File: config.mk
export PLATFORM = sky130hd
export DESIGN_NAME = bku_top
export DESIGN_NICKNAME = d
export VERILOG_FILES = /design/src/bku_pkg.sv /design/src/bku_cmp.sv /design/src/bku_tagq.sv /design/src/bku_top.sv
export VERILOG_INCLUDE_DIRS = /design/src /design/src/src
export SDC_FILE = /design/constraint.sdc
export NUM_CORES = 1
export LEC_CHECK = 0
export ABC_AREA = 1
export BUFFER_PORTS_ARGS = -buffer_cell sky130_fd_sc_hd__buf_2
export CAP_MARGIN = 30
export CORE_MARGIN = 2
export CORE_UTILIZATION = 55
export CTS_CLUSTER_SIZE = 30
export DETAILED_ROUTE_END_ITERATION = 6
export PLACE_DENSITY = 0.85
export SKIP_LAST_GASP = 1
export SYNTH_ARGS = -nofsm -noshare
export SYNTH_HDL_FRONTEND = slang
export SYNTH_SLANG_ARGS = --single-unit
File: constraint.sdc
create_clock -name clk -period 5.3 [get_ports clk]
set_clock_uncertainty 0.05 [all_clocks]
set_input_delay 0.53 -clock clk [delete_from_list [all_inputs] [get_ports clk]]
set_output_delay 0.53 -clock clk [all_outputs]
set_load 0.005 [all_outputs]
File: src/bku_consts.svh
// Constants of the breakpoint and instruction tag unit.
`ifndef BKU_CONSTS_SVH
`define BKU_CONSTS_SVH

// Register byte offsets within the slave window.
`define BKU_OFS_CTL0     8'h00
`define BKU_OFS_CTL1     8'h04
`define BKU_OFS_ADDR_HI  8'h08
`define BKU_OFS_ADDR_LO  8'h0C
`define BKU_OFS_CMP_HI   8'h10
`define BKU_OFS_CMP_LO   8'h14
`define BKU_OFS_STATUS   8'h18

// Fields of break_control_0.
`define BKU_C0_MODE_HI   7
`define BKU_C0_MODE_LO   6
`define BKU_C0_PROG      5
`define BKU_C0_ALE1      1
`define BKU_C0_ALE0      0

// Fields of break_control_1.
`define BKU_C1_DBE       6
`define BKU_C1_MBH       5
`define BKU_C1_MBL       4
`define BKU_C1_RWE1      3
`define BKU_C1_RW1       2
`define BKU_C1_RWE0      1
`define BKU_C1_RW0       0

// Fields of the status and command register.
`define BKU_ST_BDM       0
`define BKU_ST_TAG       1
`define BKU_CMD_TAG_GO   0

// Mode field codes.
`define BKU_MODE_OFF     2'h0
`define BKU_MODE_SWI     2'h1
`define BKU_MODE_FULL    2'h2
`define BKU_MODE_DUAL    2'h3

// Reset values.
`define BKU_CTL_RST      8'h00
`define BKU_CMP_RST      8'h00

// E clock period in system clock cycles, and instruction queue depth.
`define BKU_E_DIV        8
`define BKU_Q_DEPTH      2

`endif

File: src/bku_pkg.sv
// Types shared by the breakpoint and instruction tag unit.
package bku_pkg;

   typedef struct packed {
      logic        valid;
      logic        fetch;
      logic        rw;
      logic [15:0] addr;
      logic [15:0] data;
   } bku_bus_t;

   typedef struct packed {
      logic bp_hi;
      logic bp_lo;
      logic ext_hi;
      logic ext_lo;
   } bku_qtag_t;

endpackage

File: src/bku_cmp.sv
// One 16-bit breakpoint comparator with byte ignores and direction check.
`timescale 1ns/10ps
module bku_cmp (
   // Compared value and reference
   input  wire logic [15:0] value,
   input  wire logic [15:0] ref_val,
   // Qualifiers
   input  wire logic        ign_hi,
   input  wire logic        ign_lo,
   input  wire logic        rw_en,
   input  wire logic        rw_val,
   input  wire logic        rw,
   // Result
   output      logic        match
);
   always_comb begin
      match = (ign_hi | (value[15:8] == ref_val[15:8])) &
              (ign_lo | (value[7:0] == ref_val[7:0])) &
              (~rw_en | (rw == rw_val));
   end
endmodule

File: src/bku_tagq.sv
// Tag shadow of the instruction queue; tags advance with their words.
`timescale 1ns/10ps
`include "bku_consts.svh"
module bku_tagq import bku_pkg::*; #(
   parameter int DEPTH = `BKU_Q_DEPTH
) (
   // Clock and reset
   input  wire logic      clk,
   input  wire logic      rst,
   // Queue control
   input  wire logic      flush,
   input  wire logic      push,
   input  wire bku_qtag_t push_tags,
   input  wire logic      pop,
   // Head of queue
   output      bku_qtag_t head_tags
);
   localparam int CW = $clog2(DEPTH + 1);

   bku_qtag_t         slot_reg [DEPTH];
   bku_qtag_t         slot_next[DEPTH];
   logic [CW-1:0]     cnt_reg;
   logic [CW-1:0]     cnt_next;
   logic [CW-1:0]     base;
   logic              do_pop;

   always_comb begin
      do_pop = pop & (cnt_reg != '0);
      base = do_pop ? cnt_reg - 1'b1 : cnt_reg;
      for (int i = 0; i < DEPTH; i++) begin
         if (do_pop && i < DEPTH - 1) begin
            slot_next[i] = slot_reg[i+1];
         end else begin
            slot_next[i] = slot_reg[i];
         end
         if (push && base == CW'(i)) begin
            slot_next[i] = push_tags;
         end
      end
      cnt_next = base;
      if (push && base != CW'(DEPTH)) begin
         cnt_next = base + 1'b1;
      end
      // A flush discards words fetched but never executed, and their tags.
      if (flush) begin
         cnt_next = '0;
         for (int i = 0; i < DEPTH; i++) begin
            slot_next[i] = '0;
         end
      end
      head_tags = (cnt_reg != '0) ? slot_reg[0] : '0;
   end

   always_ff @(posedge clk) begin
      if (rst) begin
         cnt_reg <= '0;
         for (int i = 0; i < DEPTH; i++) begin
            slot_reg[i] <= '0;
         end
      end else begin
         cnt_reg <= cnt_next;
         for (int i = 0; i < DEPTH; i++) begin
            slot_reg[i] <= slot_next[i];
         end
      end
   end
endmodule

File: src/bku_top.sv
// Breakpoint comparators, instruction tag capture and AHB-Lite registers.
`timescale 1ns/10ps
`include "bku_consts.svh"
// Contract
// - Mode field picks off, dual SOFTWARE_INTERRUPT, full debug, or dual debug.
// - Second pair compares data in full mode, address in dual modes.
// - Direction qualifies matches only in the two debug-entry modes.
// - Program-only clear: a match breaks at the next instruction boundary.
// - Program-only set: tag the fetch, break only when it executes.
// - SOFTWARE_INTERRUPT dual mode ignores program-only and always breaks through tags.
// - Breakpoint 0 compares upper byte, or full address with enable 0.
// - Breakpoint 1 uses low-address enable 1 only in dual mode.
// - Second-register enable clear removes the second pair from compares.
// - High-byte mask ignores data bits 15:8 in full mode.
// - Low-byte mask ignores data bits 7-0 in full mode.
// - Breakpoint 1 direction check with enable 1 and value 1.
// - Breakpoint 0 direction check with enable 0 and value 0.
// - Direction enables have no effect in program breakpoints.
// - Comparison registers clear only at power-on; controls always RW.
// - Tag pins sampled at E fall; low level tags its byte.
// - Low tag pin carries strobe a quarter E cycle either side of E rise.
// - Tags travel with queue; tagged head enters debug mode.
// - Tag-and-go enables tagging; debug entry disables it.
// - Tagging is permitted in every operating mode of the chip.
// - No breakpoint matches while background debug mode is active.
// - In dual modes second-register enable enables breakpoint 1.
module bku_top import bku_pkg::*; #(
   parameter int E_DIV   = `BKU_E_DIV,
   parameter int Q_DEPTH = `BKU_Q_DEPTH
) (
   // Clock and resets
   input  wire logic        clk,
   input  wire logic        rst,
   input  wire logic        por,
   // AHB-Lite slave
   input  wire logic        hsel,
   input  wire logic [31:0] haddr,
   input  wire logic [1:0]  htrans,
   input  wire logic        hwrite,
   input  wire logic [2:0]  hsize,
   input  wire logic [31:0] hwdata,
   input  wire logic        hready,
   output      logic        hreadyout,
   output      logic        hresp,
   output      logic [31:0] hrdata,
   // CPU bus and instruction queue
   input  wire bku_bus_t    cpu_bus,
   input  wire logic        cpu_q_adv,
   input  wire logic        cpu_head_lo,
   input  wire logic        cpu_q_flush,
   input  wire logic        background_debug_mode,
   input  wire logic        cpu_low_byte_strobe,
   // Requests to the CPU
   output      logic        software_interrupt,
   output      logic        bdm_entry_req,
   output      logic        serial_cmd_allow,
   // Tag pins and E clock
   input  wire logic        high_tag_pin_n,
   input  wire logic        low_tag_pin_in,
   output      logic        low_tag_pin_out,
   output      logic        low_tag_pin_oe,
   output      logic        e_clock
);
   localparam int CW = $clog2(E_DIV);
   localparam int EH = E_DIV / 2;
   localparam int EQ = (E_DIV / 4 < 1) ? 1 : E_DIV / 4;

   // Bus slave state.
   logic        wr_pend_reg;
   logic        wr_pend_next;
   logic [7:0]  wr_addr_reg;
   logic [7:0]  wr_addr_next;
   logic [31:0] hrdata_reg;
   logic [31:0] hrdata_next;
   logic        acc;
   logic        tag_go_wr;

   // Register file.
   logic [7:0]  ctl0_reg;
   logic [7:0]  ctl0_next;
   logic [7:0]  ctl1_reg;
   logic [7:0]  ctl1_next;
   logic [7:0]  ah_reg;
   logic [7:0]  ah_next;
   logic [7:0]  al_reg;
   logic [7:0]  al_next;
   logic [7:0]  dh_reg;
   logic [7:0]  dh_next;
   logic [7:0]  dl_reg;
   logic [7:0]  dl_next;
   logic        tag_en_reg;
   logic        tag_en_next;
   logic        bdm_d_reg;

   // E clock divider and strobe window.
   logic [CW-1:0] ediv_reg;
   logic [CW-1:0] ediv_next;
   logic          e_clk_reg;
   logic          e_clk_next;
   logic          e_fall_en;
   logic          win_next;
   logic          oe_reg;
   logic          oe_next;
   logic          strb_reg;

   // Tag pin synchronisers and E fall capture.
   logic        hi_s1_reg;
   logic        hi_s2_reg;
   logic        lo_s1_reg;
   logic        lo_s2_reg;
   logic        cap_hi_reg;
   logic        cap_hi_next;
   logic        cap_lo_reg;
   logic        cap_lo_next;

   // Breakpoint decode.
   logic [1:0]  mode;
   logic        is_off;
   logic        is_swi;
   logic        is_full;
   logic        is_dual;
   logic        prog_bp;
   logic        rw_ok;
   logic        dbe;
   logic [15:0] cmp1_value;
   logic        cmp1_ign_hi;
   logic        cmp1_ign_lo;
   logic        m0;
   logic        m1;
   logic        hit;
   bku_qtag_t   push_tags;
   bku_qtag_t   head_tags;
   logic        head_ext;
   logic        head_bp;
   logic        swi_next;
   logic        swi_reg;
   logic        bdm_next;
   logic        bdm_reg;

   // ---------------- AHB-Lite slave and registers ----------------
   always_comb begin
      acc = hsel & htrans[1] & hready;
      wr_pend_next = acc & hwrite;
      wr_addr_next = acc ? haddr[7:0] : wr_addr_reg;
      ctl0_next = ctl0_reg;
      ctl1_next = ctl1_reg;
      ah_next = ah_reg;
      al_next = al_reg;
      dh_next = dh_reg;
      dl_next = dl_reg;
      tag_go_wr = 1'b0;
      if (wr_pend_reg) begin
         case (wr_addr_reg)
            `BKU_OFS_CTL0:    ctl0_next = hwdata[7:0];
            `BKU_OFS_CTL1:    ctl1_next = hwdata[7:0];
            `BKU_OFS_ADDR_HI: ah_next = hwdata[7:0];
            `BKU_OFS_ADDR_LO: al_next = hwdata[7:0];
            `BKU_OFS_CMP_HI:  dh_next = hwdata[7:0];
            `BKU_OFS_CMP_LO:  dl_next = hwdata[7:0];
            `BKU_OFS_STATUS:  tag_go_wr = hwdata[`BKU_CMD_TAG_GO];
            default:          tag_go_wr = 1'b0;
         endcase
      end
      // The command sets tagging and wins over a debug entry in the
      // same cycle; tagging is not gated by the chip's operating mode.
      tag_en_next = tag_go_wr |
                    (tag_en_reg & ~(background_debug_mode & ~bdm_d_reg));
      // Reads see the values after a write in the previous data phase,
      // so a write followed at once by a read of it is never stale.
      hrdata_next = 32'h0000_0000;
      if (acc && !hwrite) begin
         case (haddr[7:0])
            `BKU_OFS_CTL0:    hrdata_next[7:0] = ctl0_next;
            `BKU_OFS_CTL1:    hrdata_next[7:0] = ctl1_next;
            `BKU_OFS_ADDR_HI: hrdata_next[7:0] = ah_next;
            `BKU_OFS_ADDR_LO: hrdata_next[7:0] = al_next;
            `BKU_OFS_CMP_HI:  hrdata_next[7:0] = dh_next;
            `BKU_OFS_CMP_LO:  hrdata_next[7:0] = dl_next;
            `BKU_OFS_STATUS: begin
               hrdata_next[`BKU_ST_BDM] = background_debug_mode;
               hrdata_next[`BKU_ST_TAG] = tag_en_next;
            end
            default:          hrdata_next = 32'h0000_0000;
         endcase
      end
   end

   always_ff @(posedge clk) begin
      if (rst || por) begin
         wr_pend_reg <= 1'b0;
         wr_addr_reg <= 8'h00;
         hrdata_reg <= 32'h0000_0000;
         ctl0_reg <= `BKU_CTL_RST;
         ctl1_reg <= `BKU_CTL_RST;
         tag_en_reg <= 1'b0;
         bdm_d_reg <= 1'b0;
      end else begin
         wr_pend_reg <= wr_pend_next;
         wr_addr_reg <= wr_addr_next;
         hrdata_reg <= hrdata_next;
         ctl0_reg <= ctl0_next;
         ctl1_reg <= ctl1_next;
         tag_en_reg <= tag_en_next;
         bdm_d_reg <= background_debug_mode;
      end
      // Comparison registers survive ordinary resets.
      if (por) begin
         ah_reg <= `BKU_CMP_RST;
         al_reg <= `BKU_CMP_RST;
         dh_reg <= `BKU_CMP_RST;
         dl_reg <= `BKU_CMP_RST;
      end else begin
         ah_reg <= ah_next;
         al_reg <= al_next;
         dh_reg <= dh_next;
         dl_reg <= dl_next;
      end
   end

   assign hreadyout = 1'b1;
   assign hresp = 1'b0;
   assign hrdata = hrdata_reg;
   assign serial_cmd_allow = ~tag_en_reg;

   // ---------------- E clock and tag pins ----------------
   always_comb begin
      ediv_next = (ediv_reg == CW'(E_DIV - 1)) ? '0 : ediv_reg + 1'b1;
      e_clk_next = ediv_next >= CW'(EH);
      // The synchronisers lag the pins by two cycles: this reads the samples
      // taken at the E fall, when the strobe has released the shared pin.
      e_fall_en = ediv_reg == CW'(1);
      win_next = (ediv_next >= CW'(EH - EQ)) && (ediv_next < CW'(EH + EQ));
      // Outside tagging the pin is a plain strobe output.
      oe_next = ~tag_en_reg | win_next;
      cap_hi_next = cap_hi_reg;
      cap_lo_next = cap_lo_reg;
      if (e_fall_en) begin
         cap_hi_next = tag_en_reg & ~hi_s2_reg;
         cap_lo_next = tag_en_reg & ~lo_s2_reg;
      end
   end

   always_ff @(posedge clk) begin
      if (rst || por) begin
         ediv_reg <= '0;
         e_clk_reg <= 1'b0;
         oe_reg <= 1'b1;
         strb_reg <= 1'b0;
         hi_s1_reg <= 1'b1;
         hi_s2_reg <= 1'b1;
         lo_s1_reg <= 1'b1;
         lo_s2_reg <= 1'b1;
         cap_hi_reg <= 1'b0;
         cap_lo_reg <= 1'b0;
      end else begin
         ediv_reg <= ediv_next;
         e_clk_reg <= e_clk_next;
         oe_reg <= oe_next;
         strb_reg <= cpu_low_byte_strobe;
         hi_s1_reg <= high_tag_pin_n;
         hi_s2_reg <= hi_s1_reg;
         lo_s1_reg <= low_tag_pin_in;
         lo_s2_reg <= lo_s1_reg;
         cap_hi_reg <= cap_hi_next;
         cap_lo_reg <= cap_lo_next;
      end
   end

   assign e_clock = e_clk_reg;
   assign low_tag_pin_out = strb_reg;
   assign low_tag_pin_oe = oe_reg;

   // ---------------- Breakpoint comparison ----------------
   always_comb begin
      mode = {ctl0_reg[`BKU_C0_MODE_HI], ctl0_reg[`BKU_C0_MODE_LO]};
      is_off = mode == `BKU_MODE_OFF;
      is_swi = mode == `BKU_MODE_SWI;
      is_full = mode == `BKU_MODE_FULL;
      is_dual = (mode == `BKU_MODE_DUAL) | is_swi;
      prog_bp = is_swi | (ctl0_reg[`BKU_C0_PROG] & ~is_off);
      rw_ok = ~is_swi & ~prog_bp;
      dbe = ctl1_reg[`BKU_C1_DBE];
      cmp1_value = is_full ? cpu_bus.data : cpu_bus.addr;
      cmp1_ign_hi = is_full & ctl1_reg[`BKU_C1_MBH];
      cmp1_ign_lo = is_full ? ctl1_reg[`BKU_C1_MBL]
                            : ~ctl0_reg[`BKU_C0_ALE1];
   end

   bku_cmp u_cmp0 (
      .value   (cpu_bus.addr),
      .ref_val ({ah_reg, al_reg}),
      .ign_hi  (1'b0),
      .ign_lo  (~ctl0_reg[`BKU_C0_ALE0]),
      .rw_en   (ctl1_reg[`BKU_C1_RWE0] & rw_ok),
      .rw_val  (ctl1_reg[`BKU_C1_RW0]),
      .rw      (cpu_bus.rw),
      .match   (m0)
   );

   bku_cmp u_cmp1 (
      .value   (cmp1_value),
      .ref_val ({dh_reg, dl_reg}),
      .ign_hi  (cmp1_ign_hi),
      .ign_lo  (cmp1_ign_lo),
      .rw_en   (is_dual & ctl1_reg[`BKU_C1_RWE1] & rw_ok),
      .rw_val  (ctl1_reg[`BKU_C1_RW1]),
      .rw      (cpu_bus.rw),
      .match   (m1)
   );

   always_comb begin
      hit = 1'b0;
      if (cpu_bus.valid && !background_debug_mode && !is_off) begin
         if (is_full) begin
            // Data compare has no meaning for program breakpoints.
            hit = m0 & (~dbe | ctl0_reg[`BKU_C0_PROG] | m1);
         end else begin
            hit = m0 | (dbe & m1);
         end
      end
      // Breakpoint tags ride on the high byte of the fetched word.
      push_tags = '{bp_hi: hit & prog_bp & cpu_bus.fetch,
                    bp_lo: 1'b0, ext_hi: cap_hi_reg, ext_lo: cap_lo_reg};
      head_ext = cpu_head_lo ? head_tags.ext_lo : head_tags.ext_hi;
      head_bp = cpu_head_lo ? head_tags.bp_lo : head_tags.bp_hi;
      swi_next = 1'b0;
      bdm_next = 1'b0;
      if (hit && !prog_bp) begin
         bdm_next = 1'b1;
      end
      if (cpu_q_adv && !background_debug_mode) begin
         if (head_ext) begin
            bdm_next = 1'b1;
         end
         if (head_bp) begin
            swi_next = is_swi;
            bdm_next = bdm_next | ~is_swi;
         end
      end
   end

   bku_tagq #(
      .DEPTH (Q_DEPTH)
   ) u_tagq (
      .clk       (clk),
      .rst       (rst | por),
      .flush     (cpu_q_flush),
      .push      (cpu_bus.valid & cpu_bus.fetch),
      .push_tags (push_tags),
      .pop       (cpu_q_adv),
      .head_tags (head_tags)
   );

   always_ff @(posedge clk) begin
      if (rst || por) begin
         swi_reg <= 1'b0;
         bdm_reg <= 1'b0;
      end else begin
         swi_reg <= swi_next;
         bdm_reg <= bdm_next;
      end
   end

   assign software_interrupt = swi_reg;
   assign bdm_entry_req = bdm_reg;
endmodule

==> metrics.yaml <==
run_status:
  status: "completed"
grt:
  grt_pass1_wl_um: 19710
  antenna_found_initial: 0
  grt_pass1_vias: 4262
  grt_start_max_net_pins: 34
  grt_usage_pct: 25.05
  grt.overflow.total: 0
worst_setup_path:
  crit_top_cell: "nor2_1"
  cp_data_arrival_time_ns: 2.64
  end_kind: "flip-flop"
  cpPeakStageDelay_ns: 0.70
  worstPathRequired_ns: 5.50
  path_class: "input port to flip-flop"
  start_kind: "input port"
  slowest_stage: "inv_1"
  worstPathCellList: "buf_2 -> nor2_1 -> buf_4 -> inv_1 -> nor2_1 -> o21ai_0 -> a21oi_1"
  crit_path_max_fanout: 33
die:
  die_area_um2: 9708
  core_um2: 8678
  start_util_pct: 56.63
  rows: 34
  io_pins: 157
  die_h_um: 98.53
  fp.dieW_um: 98.53
cells_and_area:
  final_common_cell: "nand2_1"
  fin_cells: 926
  fillCellCount: 813
  layout.nets: 937
  final_cell_mix: "nand2_1 (164), inv_1 (116), nor2_1 (100)"
  syn_to_final_growth_pct: 10.77
  regArea_um2: 1762
  post_route_cells_drive_above_1_share_pct: 14.55
  multi_input_area_um2: 2500
  diodes: 0
sta:
  period_share_pct: 45.92
  worst_pin_slew_ns: 0.9511
  clock.fmax_ghz: 0.4109
  min_period_ns: 2.434
  hold_violations: 0
  grt_setup_unrepaired: "false"
  final.setup.tns_ns: 0
  slew-limit-headroom_pct: 36.52
  setup_viol: 0
  slew_violations: 0
yosys:
  ys_async_sr_fraction_pct: 0
  synth_seq_area_share_pct: 35.85
  synth_adder_area_share_pct: 1.782
  synth-main-ff-cell: "dfxtp_1"
  synthMuxAreaShare_pct: 0.6110
  synth_top_family_by_area: "simple AND/OR/NAND/NOR gates"
  synth.area.top_cells: "dfxtp_1 (36%), nand2_1 (13%), inv_1 (8.9%)"
  netlist_area_um2: 4915
  synth-warning-count: 0
  yosysTopAreaCellShare_pct: 35.85
  synth_compound_area_share_pct: 14.13
  synth_edf_count: 0
  synth_cells: 746
  synth_xor_area_share_pct: 1.960
  ys_types: 45
  yosys.area.top_type: "dfxtp_1"
  ys_ff_latch: 88
  syn_area_per_cell_um2: 6.588
  synth-simple-area-share_pct: 30.40
clocking:
  cts_hold_buf: 0
  postCtsSetupBuffers: 0
  cts_buffer_depth: 2
  cts_tree: "yes"
  insertion_delay_ns: 0.37
  path_clk_slew_ns: 0.09
  htreeDepth: 3
  cts_buffers: 9
  cts_root_buffer: "clkbuf_8"
  cts_resized: 0
  cts.sinks: 88
run:
  maxCapViolCount: 0
routing:
  initialDrtViolationCount: 325
  wl_per_cell_um: 12.96
  first_pass_iters: 5
  routed_wl_um: 12000
  vias: 4844
  antenna_left: 0
  routed_via_density: 5.231
  drc: 0
place:
  hpwl_um: 9087
  placedCellCount: 910
  place.gp.congestion: 0.9349
  portBuffers: 78
pwr:
  cellPowerDensity_nw_per_um2: 232.1
  irDropWorstVdd_mv: 0.1297
  leakagePower_uw: 0.002830
worst_hold_path:
  hold_class: "input port to flip-flop"
==> cell type report <==
type	count	area share, %
Timing Repair Buffer	79	7.309
Sequential cell	88	32.36
Clock inverter	5	1.195
Multi-Input combinational cell	517	45.92
Tap cell	108	2.482
Inverter	118	8.136
Clock buffer	11	2.597
==> cells in the mapped netlist, drive strengths merged (3+ instances only) <==
library cell,instances
buf,33
xnor2,5
or2,9
nor3,11
a21oi,34
clkbuf,14
o211ai,3
nand4,11
nand3,43
inv,118
o21ai,57
o41ai,5
ha,7
nor2,101
mux2i,3
o22ai,7
nand2,171
xor2,6
dfxtp,88
nor4,3
==> metal layers <==
metal | track usage [%] | wire length [um] | vias to the layer above
met5 | 0 | 0 | -
met2 | 41.34 | 5554 | 207
met3 | 4.468 | 1014 | 22
li1 | - | - | 2449
met1 | 33.41 | 5211 | 2166
met4 | 8.219 | 221 | 0
==> per-stage QoR <==
step	power (uW)	setup slack [ns]	hold WS (ns)	area (um2)	utilization (%)
global route	1308	2.597	0.2824	5444	62.73
floorplan	758.2	3.454	0.3401	5005	-
finish	1263	2.866	0.2825	5444	62.73
CTS	1263	2.886	0.2814	5444	62.73
global placement	789.1	2.540	0.3458	5238	60.35
detailed placement	790.7	2.567	0.3505	5238	60.35
==> worst paths after layout <==
check / depth (start not counted) / slack [ns] / from / endpoint
max: 7 / 2.87 / por / u_tagq.slot_reg[0][5]
min: 2 / 0.28 / cpu_q_flush / u_tagq.cnt_reg[0]
max reg2reg: 14 / 2.88 / ctl0_reg[7] / u_tagq.slot_reg[0][3]
min reg2reg: 1 / 0.37 / lo_s1_reg / lo_s2_reg
==> cell families (layout without fill, tap and decap cells) <==
group           count (synthesis)  after routing
compound gates                120            120
fa+ha+maj                       7              7
xor+xnor                       11             11
other cells                     2             26
buf+inv                       165            213
flops                          88             88
simple gates                  350            350
mux                             3              3
==> critical path, delay by kind of cell <==
kind                   cells  cell delay [ns]
buffers and inverters      3             1.45
AND/OR/NAND/NOR            2             0.40
AO/OA/AOI/OAI              2             0.24
==> power by group <==
group	total, uW	switching, uW	internal (uW)
registers	668	2.65	666
logic	109	70.0	39.2
clock network	486	251	235
No activity file was read; power rests on OpenSTA's default activity.
